<file path="config.mk">
export PLATFORM = sky130hd
export DESIGN_NAME = fsic_ctrl
export DESIGN_NICKNAME = d
export VERILOG_FILES = /design/src/logic/fsic_pkg.sv /design/src/logic/fsic_delay_timer.sv /design/src/logic/fsic_ctrl.sv
export VERILOG_INCLUDE_DIRS = /design/src /design/src/logic
export SDC_FILE = /design/constraint.sdc
export NUM_CORES = 1
export LEC_CHECK = 0
export ABC_AREA = 1
export BUFFER_PORTS_ARGS = -buffer_cell sky130_fd_sc_hd__buf_2
export CAP_MARGIN = 20
export CORE_MARGIN = 2
export CORE_UTILIZATION = 45
export CTS_BUF_LIST = sky130_fd_sc_hd__clkbuf_8 sky130_fd_sc_hd__clkbuf_16
export DETAILED_ROUTE_END_ITERATION = 8
export GPL_ROUTABILITY_DRIVEN = 0
export PLACE_DENSITY = 0.77
export SYNTH_ARGS = -nofsm -noshare
export SYNTH_HDL_FRONTEND = slang
export SYNTH_SLANG_ARGS = --single-unit
</file>
<file path="constraint.sdc">
create_clock -name core_clk -period 1.5 [get_ports core_clk]
set_input_delay 0.15 -clock core_clk [delete_from_list [all_inputs] [get_ports core_clk]]
set_output_delay 0.15 -clock core_clk [all_outputs]
set_load 0.02 [all_outputs]
</file>
<file path="src/logic/fsic_cfg.svh">
// Constants for the flash suspend and interrupt controller
`ifndef FSIC_CFG_SVH
`define FSIC_CFG_SVH

// ----------------------------------------------------------------
// Timing
// ----------------------------------------------------------------
`define FSIC_CLK_NS 5
`define FSIC_SUSP_NS 50
`define FSIC_ABORT_NS 80
`define FSIC_SUSP_CYC (((`FSIC_SUSP_NS + `FSIC_CLK_NS - 1) / `FSIC_CLK_NS) < 1 ? 1 : \
   ((`FSIC_SUSP_NS + `FSIC_CLK_NS - 1) / `FSIC_CLK_NS))
`define FSIC_ABORT_CYC (((`FSIC_ABORT_NS + `FSIC_CLK_NS - 1) / `FSIC_CLK_NS) < 1 ? 1 : \
   ((`FSIC_ABORT_NS + `FSIC_CLK_NS - 1) / `FSIC_CLK_NS))
`define FSIC_TW 8

// ----------------------------------------------------------------
// Register map
// ----------------------------------------------------------------
`define FSIC_AW 8
`define FSIC_OFF_CTRL 8'h00
`define FSIC_OFF_SUSP 8'h04
`define FSIC_OFF_CMD 8'h08
`define FSIC_OFF_STAT 8'h0c

// Control fields
`define FSIC_CTRL_MODE1 0
`define FSIC_CTRL_ESUS_EN 1
`define FSIC_CTRL_PSUS_EN 2
`define FSIC_CTRL_REW_LSB 3
`define FSIC_REW_N 3

// Suspend control fields
`define FSIC_SUSP_EREQ 1
`define FSIC_SUSP_PREQ 2

// Command fields
`define FSIC_CMD_ERASE 0
`define FSIC_CMD_PROG 1

// Status fields
`define FSIC_STAT_BUSY 0
`define FSIC_STAT_SUSP 1
`define FSIC_STAT_ABT 2
`define FSIC_STAT_ABF 3
`define FSIC_STAT_HOLD 4

`endif

</file>
<file path="src/logic/fsic_pkg.sv">
// Types for the flash suspend and interrupt controller
package fsic_pkg;

   typedef enum logic [2:0] {
      FSIC_IDLE = 3'h0,
      FSIC_RUN = 3'h1,
      FSIC_SUSP_WAIT = 3'h2,
      FSIC_SUSPENDED = 3'h3,
      FSIC_ABORT = 3'h4
   } fsic_state_t;

   typedef enum logic {
      FSIC_OP_ERASE = 1'h0,
      FSIC_OP_PROG = 1'h1
   } fsic_op_t;

endpackage

</file>
<file path="src/logic/fsic_delay_timer.sv">
// Down counter that pulses done a set number of cycles after start
`timescale 1ns/100ps
module fsic_delay_timer #(
   parameter int TW = 8
) (
   input wire logic core_clk,
   input wire logic rst,
   input wire logic start,
   input wire logic cancel,
   input wire logic [TW-1:0] len,
   output logic busy,
   output logic done
);

   logic [TW-1:0] cnt_r;
   logic [TW-1:0] cnt_nxt;

   // ----------------------------------------------------------------
   // Counter
   // ----------------------------------------------------------------
   always_comb begin
      cnt_nxt = cnt_r;
      if (cancel) begin
         cnt_nxt = '0;
      end else if (start) begin
         cnt_nxt = len;
      end else if (cnt_r != '0) begin
         cnt_nxt = cnt_r - TW'(1);
      end
   end

   always_ff @(posedge core_clk or posedge rst) begin
      if (rst) begin
         cnt_r <= '0;
      end else begin
         cnt_r <= cnt_nxt;
      end
   end

   assign busy = (cnt_r != '0);
   // Last counted cycle; a length of one finishes in the cycle after start
   assign done = (cnt_r == TW'(1)) && !cancel;

endmodule

</file>
<file path="src/logic/fsic_ctrl.sv">
// Flash erase and program sequencer with suspend and forced abort
`timescale 1ns/100ps
`include "fsic_cfg.svh"

// How it works
// - A maskable interrupt during an erase with erase suspension on suspends the erase after the suspend delay, then lets handling run.
// - With erase suspension off, the erase goes on and maskable handling waits until it completes.
// - A maskable interrupt during programming with program suspension on suspends it after the suspend delay, then lets handling run.
// - With program suspension off, programming goes on and maskable handling waits until it completes.
// - A safety interrupt during an erase or program aborts it at once, resets the flash, and handling starts after a fixed period with a flash restart.
module fsic_ctrl import fsic_pkg::*; #(
   parameter int SUSP_CYC = `FSIC_SUSP_CYC,
   parameter int ABORT_CYC = `FSIC_ABORT_CYC,
   parameter int TW = `FSIC_TW
) (
   input wire logic core_clk,
   input wire logic rst,
   input wire logic [`FSIC_AW-1:0] reg_addr,
   input wire logic [31:0] reg_wdata,
   input wire logic reg_wr,
   input wire logic reg_rd,
   output logic [31:0] reg_rdata,
   input wire logic flash_done,
   input wire logic irq_maskable_req,
   input wire logic irq_safety_req,
   output logic flash_erase_run,
   output logic flash_prog_run,
   output logic flash_suspend,
   output logic flash_reset,
   output logic flash_restart,
   output logic maskable_allow,
   output logic safety_allow,
   output logic [`FSIC_REW_N-1:0] rewrite_en
);

   // ----------------------------------------------------------------
   // Declarations
   // ----------------------------------------------------------------
   fsic_state_t state_r, state_nxt;
   fsic_op_t op_r, op_nxt;
   logic ereq_r, ereq_nxt;
   logic preq_r, preq_nxt;
   logic abf_r, abf_nxt;
   logic flash_reset_r, flash_reset_nxt;
   logic flash_restart_r, flash_restart_nxt;
   logic mode1_r, mode1_nxt;
   logic esus_en_r, esus_en_nxt;
   logic psus_en_r, psus_en_nxt;
   logic [`FSIC_REW_N-1:0] rew_r, rew_nxt;
   logic [`FSIC_REW_N-1:0] arm_r, arm_nxt;
   logic [31:0] rdata_r, rdata_nxt;
   logic wr_ctrl, wr_susp, wr_cmd, wr_stat;
   logic sus_start, sus_cancel, sus_done;
   logic abt_start, abt_done;
   logic cur_susp_en, cur_req, active, hold;

   assign wr_ctrl = reg_wr && (reg_addr == `FSIC_OFF_CTRL);
   assign wr_susp = reg_wr && (reg_addr == `FSIC_OFF_SUSP);
   assign wr_cmd = reg_wr && (reg_addr == `FSIC_OFF_CMD);
   assign wr_stat = reg_wr && (reg_addr == `FSIC_OFF_STAT);

   assign cur_susp_en = (op_r == FSIC_OP_ERASE) ? esus_en_r : psus_en_r;
   assign cur_req = (op_r == FSIC_OP_ERASE) ? ereq_r : preq_r;
   assign active = (state_r == FSIC_RUN) || (state_r == FSIC_SUSP_WAIT) || (state_r == FSIC_SUSPENDED);

   // ----------------------------------------------------------------
   // Timers
   // ----------------------------------------------------------------
   fsic_delay_timer #(.TW(TW)) u_susp_tmr (
      .core_clk(core_clk),
      .rst(rst),
      .start(sus_start),
      .cancel(sus_cancel),
      .len(TW'(SUSP_CYC)),
      .busy(),
      .done(sus_done)
   );

   fsic_delay_timer #(.TW(TW)) u_abt_tmr (
      .core_clk(core_clk),
      .rst(rst),
      .start(abt_start),
      .cancel(1'h0),
      .len(TW'(ABORT_CYC)),
      .busy(),
      .done(abt_done)
   );

   // ----------------------------------------------------------------
   // Sequencer
   // ----------------------------------------------------------------
   always_comb begin
      state_nxt = state_r;
      op_nxt = op_r;
      ereq_nxt = ereq_r;
      preq_nxt = preq_r;
      abf_nxt = abf_r;
      flash_reset_nxt = 1'h0;
      flash_restart_nxt = 1'h0;
      sus_start = 1'h0;
      sus_cancel = 1'h0;
      abt_start = 1'h0;
      if (wr_susp && !reg_wdata[`FSIC_SUSP_EREQ]) begin
         ereq_nxt = 1'h0;
      end
      if (wr_susp && !reg_wdata[`FSIC_SUSP_PREQ]) begin
         preq_nxt = 1'h0;
      end
      if (wr_stat && reg_wdata[`FSIC_STAT_ABF]) begin
         abf_nxt = 1'h0;
      end
      case (state_r)
         FSIC_IDLE: begin
            if (wr_cmd && mode1_r && reg_wdata[`FSIC_CMD_ERASE]) begin
               state_nxt = FSIC_RUN;
               op_nxt = FSIC_OP_ERASE;
            end else if (wr_cmd && mode1_r && reg_wdata[`FSIC_CMD_PROG]) begin
               state_nxt = FSIC_RUN;
               op_nxt = FSIC_OP_PROG;
            end
         end
         FSIC_RUN: begin
            if (irq_safety_req) begin
               state_nxt = FSIC_ABORT;
            end else if (flash_done) begin
               state_nxt = FSIC_IDLE;
            end else if (irq_maskable_req && cur_susp_en) begin
               state_nxt = FSIC_SUSP_WAIT;
               sus_start = 1'h1;
            end
         end
         FSIC_SUSP_WAIT: begin
            if (irq_safety_req) begin
               state_nxt = FSIC_ABORT;
               sus_cancel = 1'h1;
            end else if (flash_done) begin
               state_nxt = FSIC_IDLE;
               sus_cancel = 1'h1;
            end else if (sus_done) begin
               state_nxt = FSIC_SUSPENDED;
               if (op_r == FSIC_OP_ERASE) begin
                  ereq_nxt = 1'h1;
               end else begin
                  preq_nxt = 1'h1;
               end
            end
         end
         FSIC_SUSPENDED: begin
            if (irq_safety_req) begin
               state_nxt = FSIC_ABORT;
            end else if (!cur_req) begin
               state_nxt = FSIC_RUN;
            end
         end
         FSIC_ABORT: begin
            if (abt_done) begin
               state_nxt = FSIC_IDLE;
               flash_restart_nxt = 1'h1;
            end
         end
         default: begin
            state_nxt = FSIC_IDLE;
         end
      endcase
      if (active && irq_safety_req) begin
         flash_reset_nxt = 1'h1;
         abt_start = 1'h1;
         abf_nxt = 1'h1;
         ereq_nxt = 1'h0;
         preq_nxt = 1'h0;
      end
   end

   always_ff @(posedge core_clk or posedge rst) begin
      if (rst) begin
         state_r <= FSIC_IDLE;
         op_r <= FSIC_OP_ERASE;
         ereq_r <= 1'h0;
         preq_r <= 1'h0;
         abf_r <= 1'h0;
         flash_reset_r <= 1'h0;
         flash_restart_r <= 1'h0;
      end else begin
         state_r <= state_nxt;
         op_r <= op_nxt;
         ereq_r <= ereq_nxt;
         preq_r <= preq_nxt;
         abf_r <= abf_nxt;
         flash_reset_r <= flash_reset_nxt;
         flash_restart_r <= flash_restart_nxt;
      end
   end

   // ----------------------------------------------------------------
   // Outputs
   // ----------------------------------------------------------------
   assign flash_erase_run = (op_r == FSIC_OP_ERASE) && ((state_r == FSIC_RUN) || (state_r == FSIC_SUSP_WAIT));
   assign flash_prog_run = (op_r == FSIC_OP_PROG) && ((state_r == FSIC_RUN) || (state_r == FSIC_SUSP_WAIT));
   assign flash_suspend = (state_r == FSIC_SUSPENDED);
   assign flash_reset = flash_reset_r;
   assign flash_restart = flash_restart_r;
   // handling only when flash idle or suspended
   assign maskable_allow = (state_r == FSIC_IDLE) || (state_r == FSIC_SUSPENDED);
   assign safety_allow = (state_r != FSIC_ABORT);
   assign hold = irq_maskable_req && !maskable_allow;
   assign rewrite_en = rew_r;

   // ----------------------------------------------------------------
   // Control register
   // ----------------------------------------------------------------
   always_comb begin
      mode1_nxt = mode1_r;
      esus_en_nxt = esus_en_r;
      psus_en_nxt = psus_en_r;
      rew_nxt = rew_r;
      arm_nxt = arm_r;
      if (wr_ctrl) begin
         mode1_nxt = reg_wdata[`FSIC_CTRL_MODE1];
         esus_en_nxt = reg_wdata[`FSIC_CTRL_ESUS_EN];
         psus_en_nxt = reg_wdata[`FSIC_CTRL_PSUS_EN];
         // one only after a zero write
         for (int i = 0; i < `FSIC_REW_N; i++) begin
            if (!reg_wdata[`FSIC_CTRL_REW_LSB + i]) begin
               rew_nxt[i] = 1'h0;
               arm_nxt[i] = 1'h1;
            end else if (arm_r[i]) begin
               rew_nxt[i] = 1'h1;
               arm_nxt[i] = 1'h0;
            end
         end
      end
      // Accepted maskable interrupt between the two writes breaks the sequence
      if (irq_maskable_req && maskable_allow) begin
         arm_nxt = '0;
      end
   end

   always_ff @(posedge core_clk or posedge rst) begin
      if (rst) begin
         mode1_r <= 1'h0;
         esus_en_r <= 1'h0;
         psus_en_r <= 1'h0;
         rew_r <= '0;
         arm_r <= '0;
      end else begin
         mode1_r <= mode1_nxt;
         esus_en_r <= esus_en_nxt;
         psus_en_r <= psus_en_nxt;
         rew_r <= rew_nxt;
         arm_r <= arm_nxt;
      end
   end

   // ----------------------------------------------------------------
   // Read path
   // ----------------------------------------------------------------
   always_comb begin
      rdata_nxt = '0;
      if (reg_rd) begin
         case (reg_addr)
            `FSIC_OFF_CTRL: begin
               rdata_nxt[`FSIC_CTRL_MODE1] = mode1_r;
               rdata_nxt[`FSIC_CTRL_ESUS_EN] = esus_en_r;
               rdata_nxt[`FSIC_CTRL_PSUS_EN] = psus_en_r;
               rdata_nxt[`FSIC_CTRL_REW_LSB +: `FSIC_REW_N] = rew_r;
            end
            `FSIC_OFF_SUSP: begin
               rdata_nxt[`FSIC_SUSP_EREQ] = ereq_r;
               rdata_nxt[`FSIC_SUSP_PREQ] = preq_r;
            end
            `FSIC_OFF_STAT: begin
               rdata_nxt[`FSIC_STAT_BUSY] = active;
               rdata_nxt[`FSIC_STAT_SUSP] = flash_suspend;
               rdata_nxt[`FSIC_STAT_ABT] = (state_r == FSIC_ABORT);
               rdata_nxt[`FSIC_STAT_ABF] = abf_r;
               rdata_nxt[`FSIC_STAT_HOLD] = hold;
            end
            default: begin
               rdata_nxt = '0;
            end
         endcase
      end
   end

   always_ff @(posedge core_clk or posedge rst) begin
      if (rst) begin
         rdata_r <= '0;
      end else begin
         rdata_r <= rdata_nxt;
      end
   end

   assign reg_rdata = rdata_r;

   // ----------------------------------------------------------------
   // Assertions
   // ----------------------------------------------------------------
   // Cycles of the abort period between the reset cycle and the restart cycle
   localparam int ABT_HOLD = ABORT_CYC - 1;
   logic [TW-1:0] wcnt_r;

   // Counts cycles spent waiting for the suspend point
   always_ff @(posedge core_clk or posedge rst) begin
      if (rst) begin
         wcnt_r <= '0;
      end else if (state_r == FSIC_SUSP_WAIT) begin
         wcnt_r <= wcnt_r + TW'(1);
      end else begin
         wcnt_r <= '0;
      end
   end
endmodule

</file>
==> impl_metrics.ini, run 1 <==
[synth]
synth_seq_cells = 40
ys_warn_count = 0
synth_area_um2 = 2466
synth_top_cells_by_area = dfrtp_1 41%, nand2_1 8.2%, buf_4 7.9%
seq_area_frac_synth = 0.4059
syn_area_per_cell_um2 = 7.955
synth_area_leader_cell = dfrtp_1
netlist.area_leader.share = 0.4059
yosysUniqueCellTypes = 32
syn_inst = 310

[layout]
num-nets-final = 420
drive_gt1_frac = 0.3098
diodes = 0
areaGrowthSynthToFinish_pct = 19.74
fin_area_um2 = 2953
finish.utilization = 0.5673

[outcome]
failed_checks = setup timing
outcome = finished with violations

[flow_run]
cap_violations = 0

[global_routing]
grt_max_degree = 41
grt_pass1_vias = 1952
grt_first_pass_wirelength_mm = 8.376
grt_antenna_before_repair = 0
grt_overflow = 0
grt_usage = 0.1710

[floorplan]
initial_utilization = 0.4738
core_um2 = 5205
dieArea_um2 = 6089
pin_count = 89
die_w_um = 78.03
die_y_um = 78.03
rows = 26

[cts]
insertion_delay_ps = 290
cts.clk_slew.worst_paths_ps = 80
cts.path.max_buffers = 2
htree_levels = 2
clockRootBuffer = clkbuf_8
cts_sinks = 40
cts_tree = built
numCtsBuffers = 5

[timing]
maxSlewViolCount = 0
period_share = 1.014
min_period_ps = 1521
setup_violations = 2
slew_headroom = 0.6645
finalHoldViolCount = 0
hold_ws_ps = 114.0
tightest_slew_ps = 503.2
fmax_mhz = 657.3
fin_skew_ps = 5.381
fin_ws_ps = -21.47
rsz0062_at_grt = yes

[worst_hold_path]
hold_path.class = input pin to flip-flop
holdPathEnd = arm_r[2]
hold_path.startpoint = reg_wdata[5]
whs_path_depth = 3

[setup_path]
cp.required_ps = 1350
worstSetupPathType = flip-flop to primary output
rrSetupSlack_ps = 90
critical-path-slowest-cell = dfrtp_2
r2r_end = state_r[0]
cpLargestDelayFamily = flip-flops
r2r_start = state_r[0]
start_kind = flip-flop
worst-path-buf-inv = 3
worst-path-stages = 6
crit_arrival_ps = 1370
path_cells = nor3_4 > inv_1 > nand2_2 > inv_4 > nor2_4 > buf_6
cp_max_fo = 4
endpoint_kind = primary output
reg2reg_depth = 8
slowest_delay_ps = 460

[place]
hpwlAfterDp_mm = 3.712
port_buffers = 36
place_ws_ps = 83.25
place_area_um2 = 2659

[power_and_ir_drop]
switchingPower_mw = 1.684
p_int_mw = 2.736
p_seq_frac = 0.369
pwr-share-clk = 0.232
p_sw_frac = 0.3809
power_frac_comb = 0.399
ir_drop_mv = 1.349
power_mw = 4.420
powerDensity_nw_per_um2 = 1497
leakagePower_nw = 1.536

[routing]
drt_iter0_drc = 93
dr.pass1.iters = 4
vias_per_cell = 4.772
post_drt_wl_per_cell_um = 11.60
vias = 2090
ant_nets = 0
drt-total-wl_mm = 5.082
drc_errors = 0
how the worst max path moves through the flow:
| stage | to | slack [ps] | start |
|---|---|---|---|
| floorplan | u_susp_tmr.cnt_r[6] | 120 | u_susp_tmr.cnt_r[0] |
| global placement | u_susp_tmr.cnt_r[6] | 100 | u_susp_tmr.cnt_r[1] |
| detailed placement | u_abt_tmr.cnt_r[5] | 80 | u_abt_tmr.cnt_r[0] |
| CTS | flash_prog_run | -20 | state_r[0] |
| global route | flash_erase_run | -100 | state_r[0] |
| finish | flash_erase_run | -20 | state_r[0] |
kinds of logic after synthesis:
family,synth area share
compound gates,0.08879
xor+xnor,0.01420
fa+ha+maj,0.02537
buf+inv,0.1492
flops,0.4059
other cells,0.001521
simple gates,0.3151
metal layers:
layer | part of all wire | GRT usage | wire, um
met3 | 0.054 | 0.03333 | 272
met4 | 0.022 | 0.06140 | 111
met1 | 0.41 | 0.2087 | 2071
met2 | 0.52 | 0.3009 | 2626
met5 | 0 | 0 | 0
metrics by stage:
step	setup TNS (ps)	std cells
2_1_floorplan	0	335
3_3_place_gp	0	419
3_5_place_dp	0	419
4_1_cts	-46.51	433
5_1_grt	-268.9	438
6_report	-35.84	438
cell usage in the layout (no fill, tap or decap), drive strengths merged, types with 2 or more instances in the layout:
cell type  synthesis  layout
a21oi             12      12
buf               27      52
bufinv             0       2
clkbuf             0       5
conb               1      26
dfrtp             40      40
ha                 5       5
inv               43      43
nand2             62      62
nand3             25      25
nand3b             2       2
nand4              6       6
nor2              52      52
nor3               6       6
o21ai             18      18
o31ai              2       2
xnor2              4       4
registers in the layout, summed over array words and instances (netlist names), 3 cells and up:
| signal | count |
|---|---|
| arm_r | 3 |
| reg_rdata | 6 |
| rewrite_en | 3 |
| state_r | 3 |
| u_abt_tmr.cnt_r | 8 |
| u_susp_tmr.cnt_r | 8 |
worst register-to-register path: stages, from the launching register on:
cell,delay [ps]
dfrtp_2,460
nor3_4,200
buf_4,130
buf_4,120
nand2_1,80
nor2_1,150
nor2_2,50
nand3_1,80
nand2_1,50
Yosys cell counts:
cell type   n
buf_4      26
a211oi_1    1
nor2_4      4
inv_2      12
nand2_1    54
nor3_4      2
o31ai_2     2
dfrtp_1    40
o22ai_1     1
o21ai_2     3
a21oi_2     1
a21oi_1    11
or2_1       1
conb_1      1
nor3_1      4
o211ai_1    1
buf_6       1
nand3b_1    2
nand2_4     3
nand4_1     6
nor2_1     42
nor2_2      6
nand3_4     1
xnor2_1     4
nand2_2     5
nand3_2     4
o21a_1      1
o21ai_0    10
o21ai_1     5
ha_1        5
inv_1      31
nand3_1    20
power groups by stage:
stage / registers (mW) / clock network, mW / logic (mW)
finish: 1.63 / 1.03 / 1.76
global route: 1.66 / 1.09 / 2.00
CTS: 1.61 / 1.04 / 1.67
detailed placement: 1.63 / 0 / 1.54
global placement: 1.62 / 0 / 1.49
floorplan: 1.59 / 0 / 1.25
what timing repair did:
action                                 4_1_cts  5_1_grt
cloned                                       0        0
pin swaps                                    3        5
setup endpoints to repair                    4        7
gates resized for setup                     12       14
endpoints found under the hold margin       40        0
hold buffers                                 1        0
setup buffers                                6        5
final cells by class:
class / count / area, um2
Multi-Input combinational cell: 225 / 1231
Tap cell: 70 / 87.58
Clock buffer: 5 / 68.82
Timing Repair Buffer: 53 / 335.3
Clock inverter: 2 / 60.06
Fill cell: 483 / 2252
Sequential cell: 40 / 1003
Inverter: 43 / 166.4
Power figures use the tool's default switching activity.
==> run 2: changes to the inputs <==
==> constraint.sdc (replaced) <==
create_clock -name core_clk -period 1.3 [get_ports core_clk]
set_input_delay 0.13 -clock core_clk [delete_from_list [all_inputs] [get_ports core_clk]]
set_output_delay 0.13 -clock core_clk [all_outputs]
set_load 0.02 [all_outputs]
==> run 2 against run 1 <==
- the flow still finishes with violations (setup timing)
- combinational power rose by 77%
- worst hold slack got worse by 36 ps
- die area did not move
- critical endpoint unchanged
- critical path depth is 1 higher
- sequential power is 20% higher
- final cell count increased by 5.0%
- clock-buffer cell count did not move
- flip-flop and latch count is the same
- highest routed layer unchanged
- worst setup slack worse by 190 ps
- first-iteration DRC count up 4.3%
- power up 38%
==> impl_metrics.ini, run 2 (synthesis results as in run 1) <==
[cts]
cts.clk_slew.worst_paths_ps = 90
clockRootBuffer = clkbuf_8
numCtsBuffers = 5
insertion_delay_ps = 300
htree_levels = 2
cts_tree = built
cts_sinks = 40
cts.path.max_buffers = 2

[setup_path]
cp.required_ps = 1170
endpoint_kind = primary output
path_cells = inv_2 > nor3_4 > inv_1 > nand2_2 > inv_4 > nor2_4 > buf_6
start_kind = flip-flop
r2r_start = state_r[1]
reg2reg_depth = 8
r2r_end = state_r[0]
rrSetupSlack_ps = -160
slowest_delay_ps = 400
crit_arrival_ps = 1380
cp_max_fo = 2
worstSetupPathType = flip-flop to primary output
critical-path-slowest-cell = dfrtp_1

[layout]
num-nets-final = 441
final_cell_mix = 41 x nand2_1, 36 x dfrtp_1, 32 x buf_2, 30 x nor2_1, 27 x buf_4
n_fill_cell = 414
mostFrequentLayoutCell = nand2_1
fin_area_um2 = 3398
areaGrowthSynthToFinish_pct = 37.80
instances_no_fill = 460
drive_gt1_frac = 0.4692
diodes = 0

[timing]
finalHoldViolCount = 0
min_period_ps = 1513
rsz0062_at_grt = yes
fin_ws_ps = -213.0
maxSlewViolCount = 0
fin_skew_ps = 8.771
period_share = 1.164
fmax_mhz = 660.9
setup_violations = 14
final.setup.tns_ps = -1175
hold_ws_ps = 78.29

[floorplan]
die_w_um = 78.03
die_y_um = 78.03
pin_count = 89
rows = 26
core_um2 = 5205
dieArea_um2 = 6089
initial_utilization = 0.4738

[power_and_ir_drop]
p_sw_frac = 0.4104
leakagePower_nw = 1.676
power_frac_comb = 0.510
switchingPower_mw = 2.508
ir_drop_mv = 1.210
p_seq_frac = 0.320
pwr-share-clk = 0.169
powerDensity_nw_per_um2 = 1799
p_int_mw = 3.604

[place]
place_inst = 431
port_buffers = 36
place_ws_ps = -89.45
hpwlAfterDp_mm = 3.864
place_area_um2 = 2771

[global_routing]
grt_antenna_before_repair = 0
grt_max_degree = 41
grt_pass1_vias = 2078
grt_first_pass_wirelength_mm = 9.287
grt_usage = 0.1919
grt_overflow = 0

[routing]
drc_errors = 0
drt-total-wl_mm = 6.171
ant_nets = 0
post_drt_wl_per_cell_um = 13.42
vias = 2236
vias_per_cell = 4.861
drt_iter0_drc = 97
dr.pass1.iters = 4

[worst_hold_path]
hold_path.startpoint = reg_wdata[5]
holdPathEnd = arm_r[2]
whs_path_depth = 3
hold_path.class = input pin to flip-flop

[outcome]
failed_checks = setup timing
outcome = finished with violations

[flow_run]
cap_violations = 0
-- run 2: cell count changes in the layout (fill, tap and decap cells not counted), sizes merged --
cell and change:
buf +21, bufinv -1, clkinv +1, clkinvlp +1
-- run 2: worst max-delay path by stage --
stage / slack, ps / start / end
5_1_grt: -300 / state_r[1] / flash_erase_run
3_5_place_dp: -90 / u_susp_tmr.cnt_r[0] / u_susp_tmr.cnt_r[6]
6_report: -210 / state_r[1] / flash_erase_run
3_3_place_gp: 0.7 / u_susp_tmr.cnt_r[0] / u_susp_tmr.cnt_r[6]
2_1_floorplan: -7 / u_susp_tmr.cnt_r[0] / u_susp_tmr.cnt_r[6]
4_1_cts: -210 / state_r[2] / flash_prog_run
-- run 2: final cells by class --
type / count / area [um2] / share of cell area
Clock buffer: 5 / 68.82 / 0.02025
Clock inverter: 3 / 42.54 / 0.01252
Inverter: 43 / 173.9 / 0.05118
Multi-Input combinational cell: 225 / 1480 / 0.4356
Sequential cell: 40 / 1006 / 0.2960
Tap cell: 70 / 87.58 / 0.02577
Timing Repair Buffer: 74 / 539.3 / 0.1587
-- run 2: timing repair --
action	4_1_cts	5_1_grt
setup buffers	11	12
pin swaps	17	39
endpoints found under the setup margin	17	30
gates resized for setup	24	78
hold endpoints to repair	40	0
hold buffers	1	0
-- run 2: metrics by stage --
| stage | utilization | power [mW] |
|---|---|---|
| 4_1_cts | 0.5851 | 5.280 |
| 2_1_floorplan | - | 3.294 |
| 5_1_grt | 0.6529 | 6.534 |
| 6_report | 0.6529 | 6.112 |
| 3_3_place_gp | 0.5325 | 3.782 |
| 3_5_place_dp | 0.5325 | 3.878 |
-- run 2: critical path: cells and delay by family (launching register included) --
family | cells | cell delay (ps)
flip-flops | 1 | 400
buffers and inverters | 4 | 310
AND/OR/NAND/NOR | 3 | 370
-- run 2: metal layers --
metal | global-route usage | share of wire | vias up
li1 | - | - | 1099
met1 | 0.2390 | 0.39 | 1054
met2 | 0.3241 | 0.53 | 63
met3 | 0.04138 | 0.042 | 20
met4 | 0.07895 | 0.040 | 0
met5 | 0 | 0 | -
-- run 2: power by group through the flow --
| stage | sequential (mW) | combinational [mW] | clock [mW] |
|---|---|---|---|
| 4_1_cts | 1.88 | 2.34 | 1.06 |
| 5_1_grt | 2.01 | 3.41 | 1.11 |
| 2_1_floorplan | 1.85 | 1.45 | 0 |
| 3_3_place_gp | 1.86 | 1.92 | 0 |
| 6_report | 1.96 | 3.12 | 1.03 |
| 3_5_place_dp | 1.88 | 2.00 | 0 |
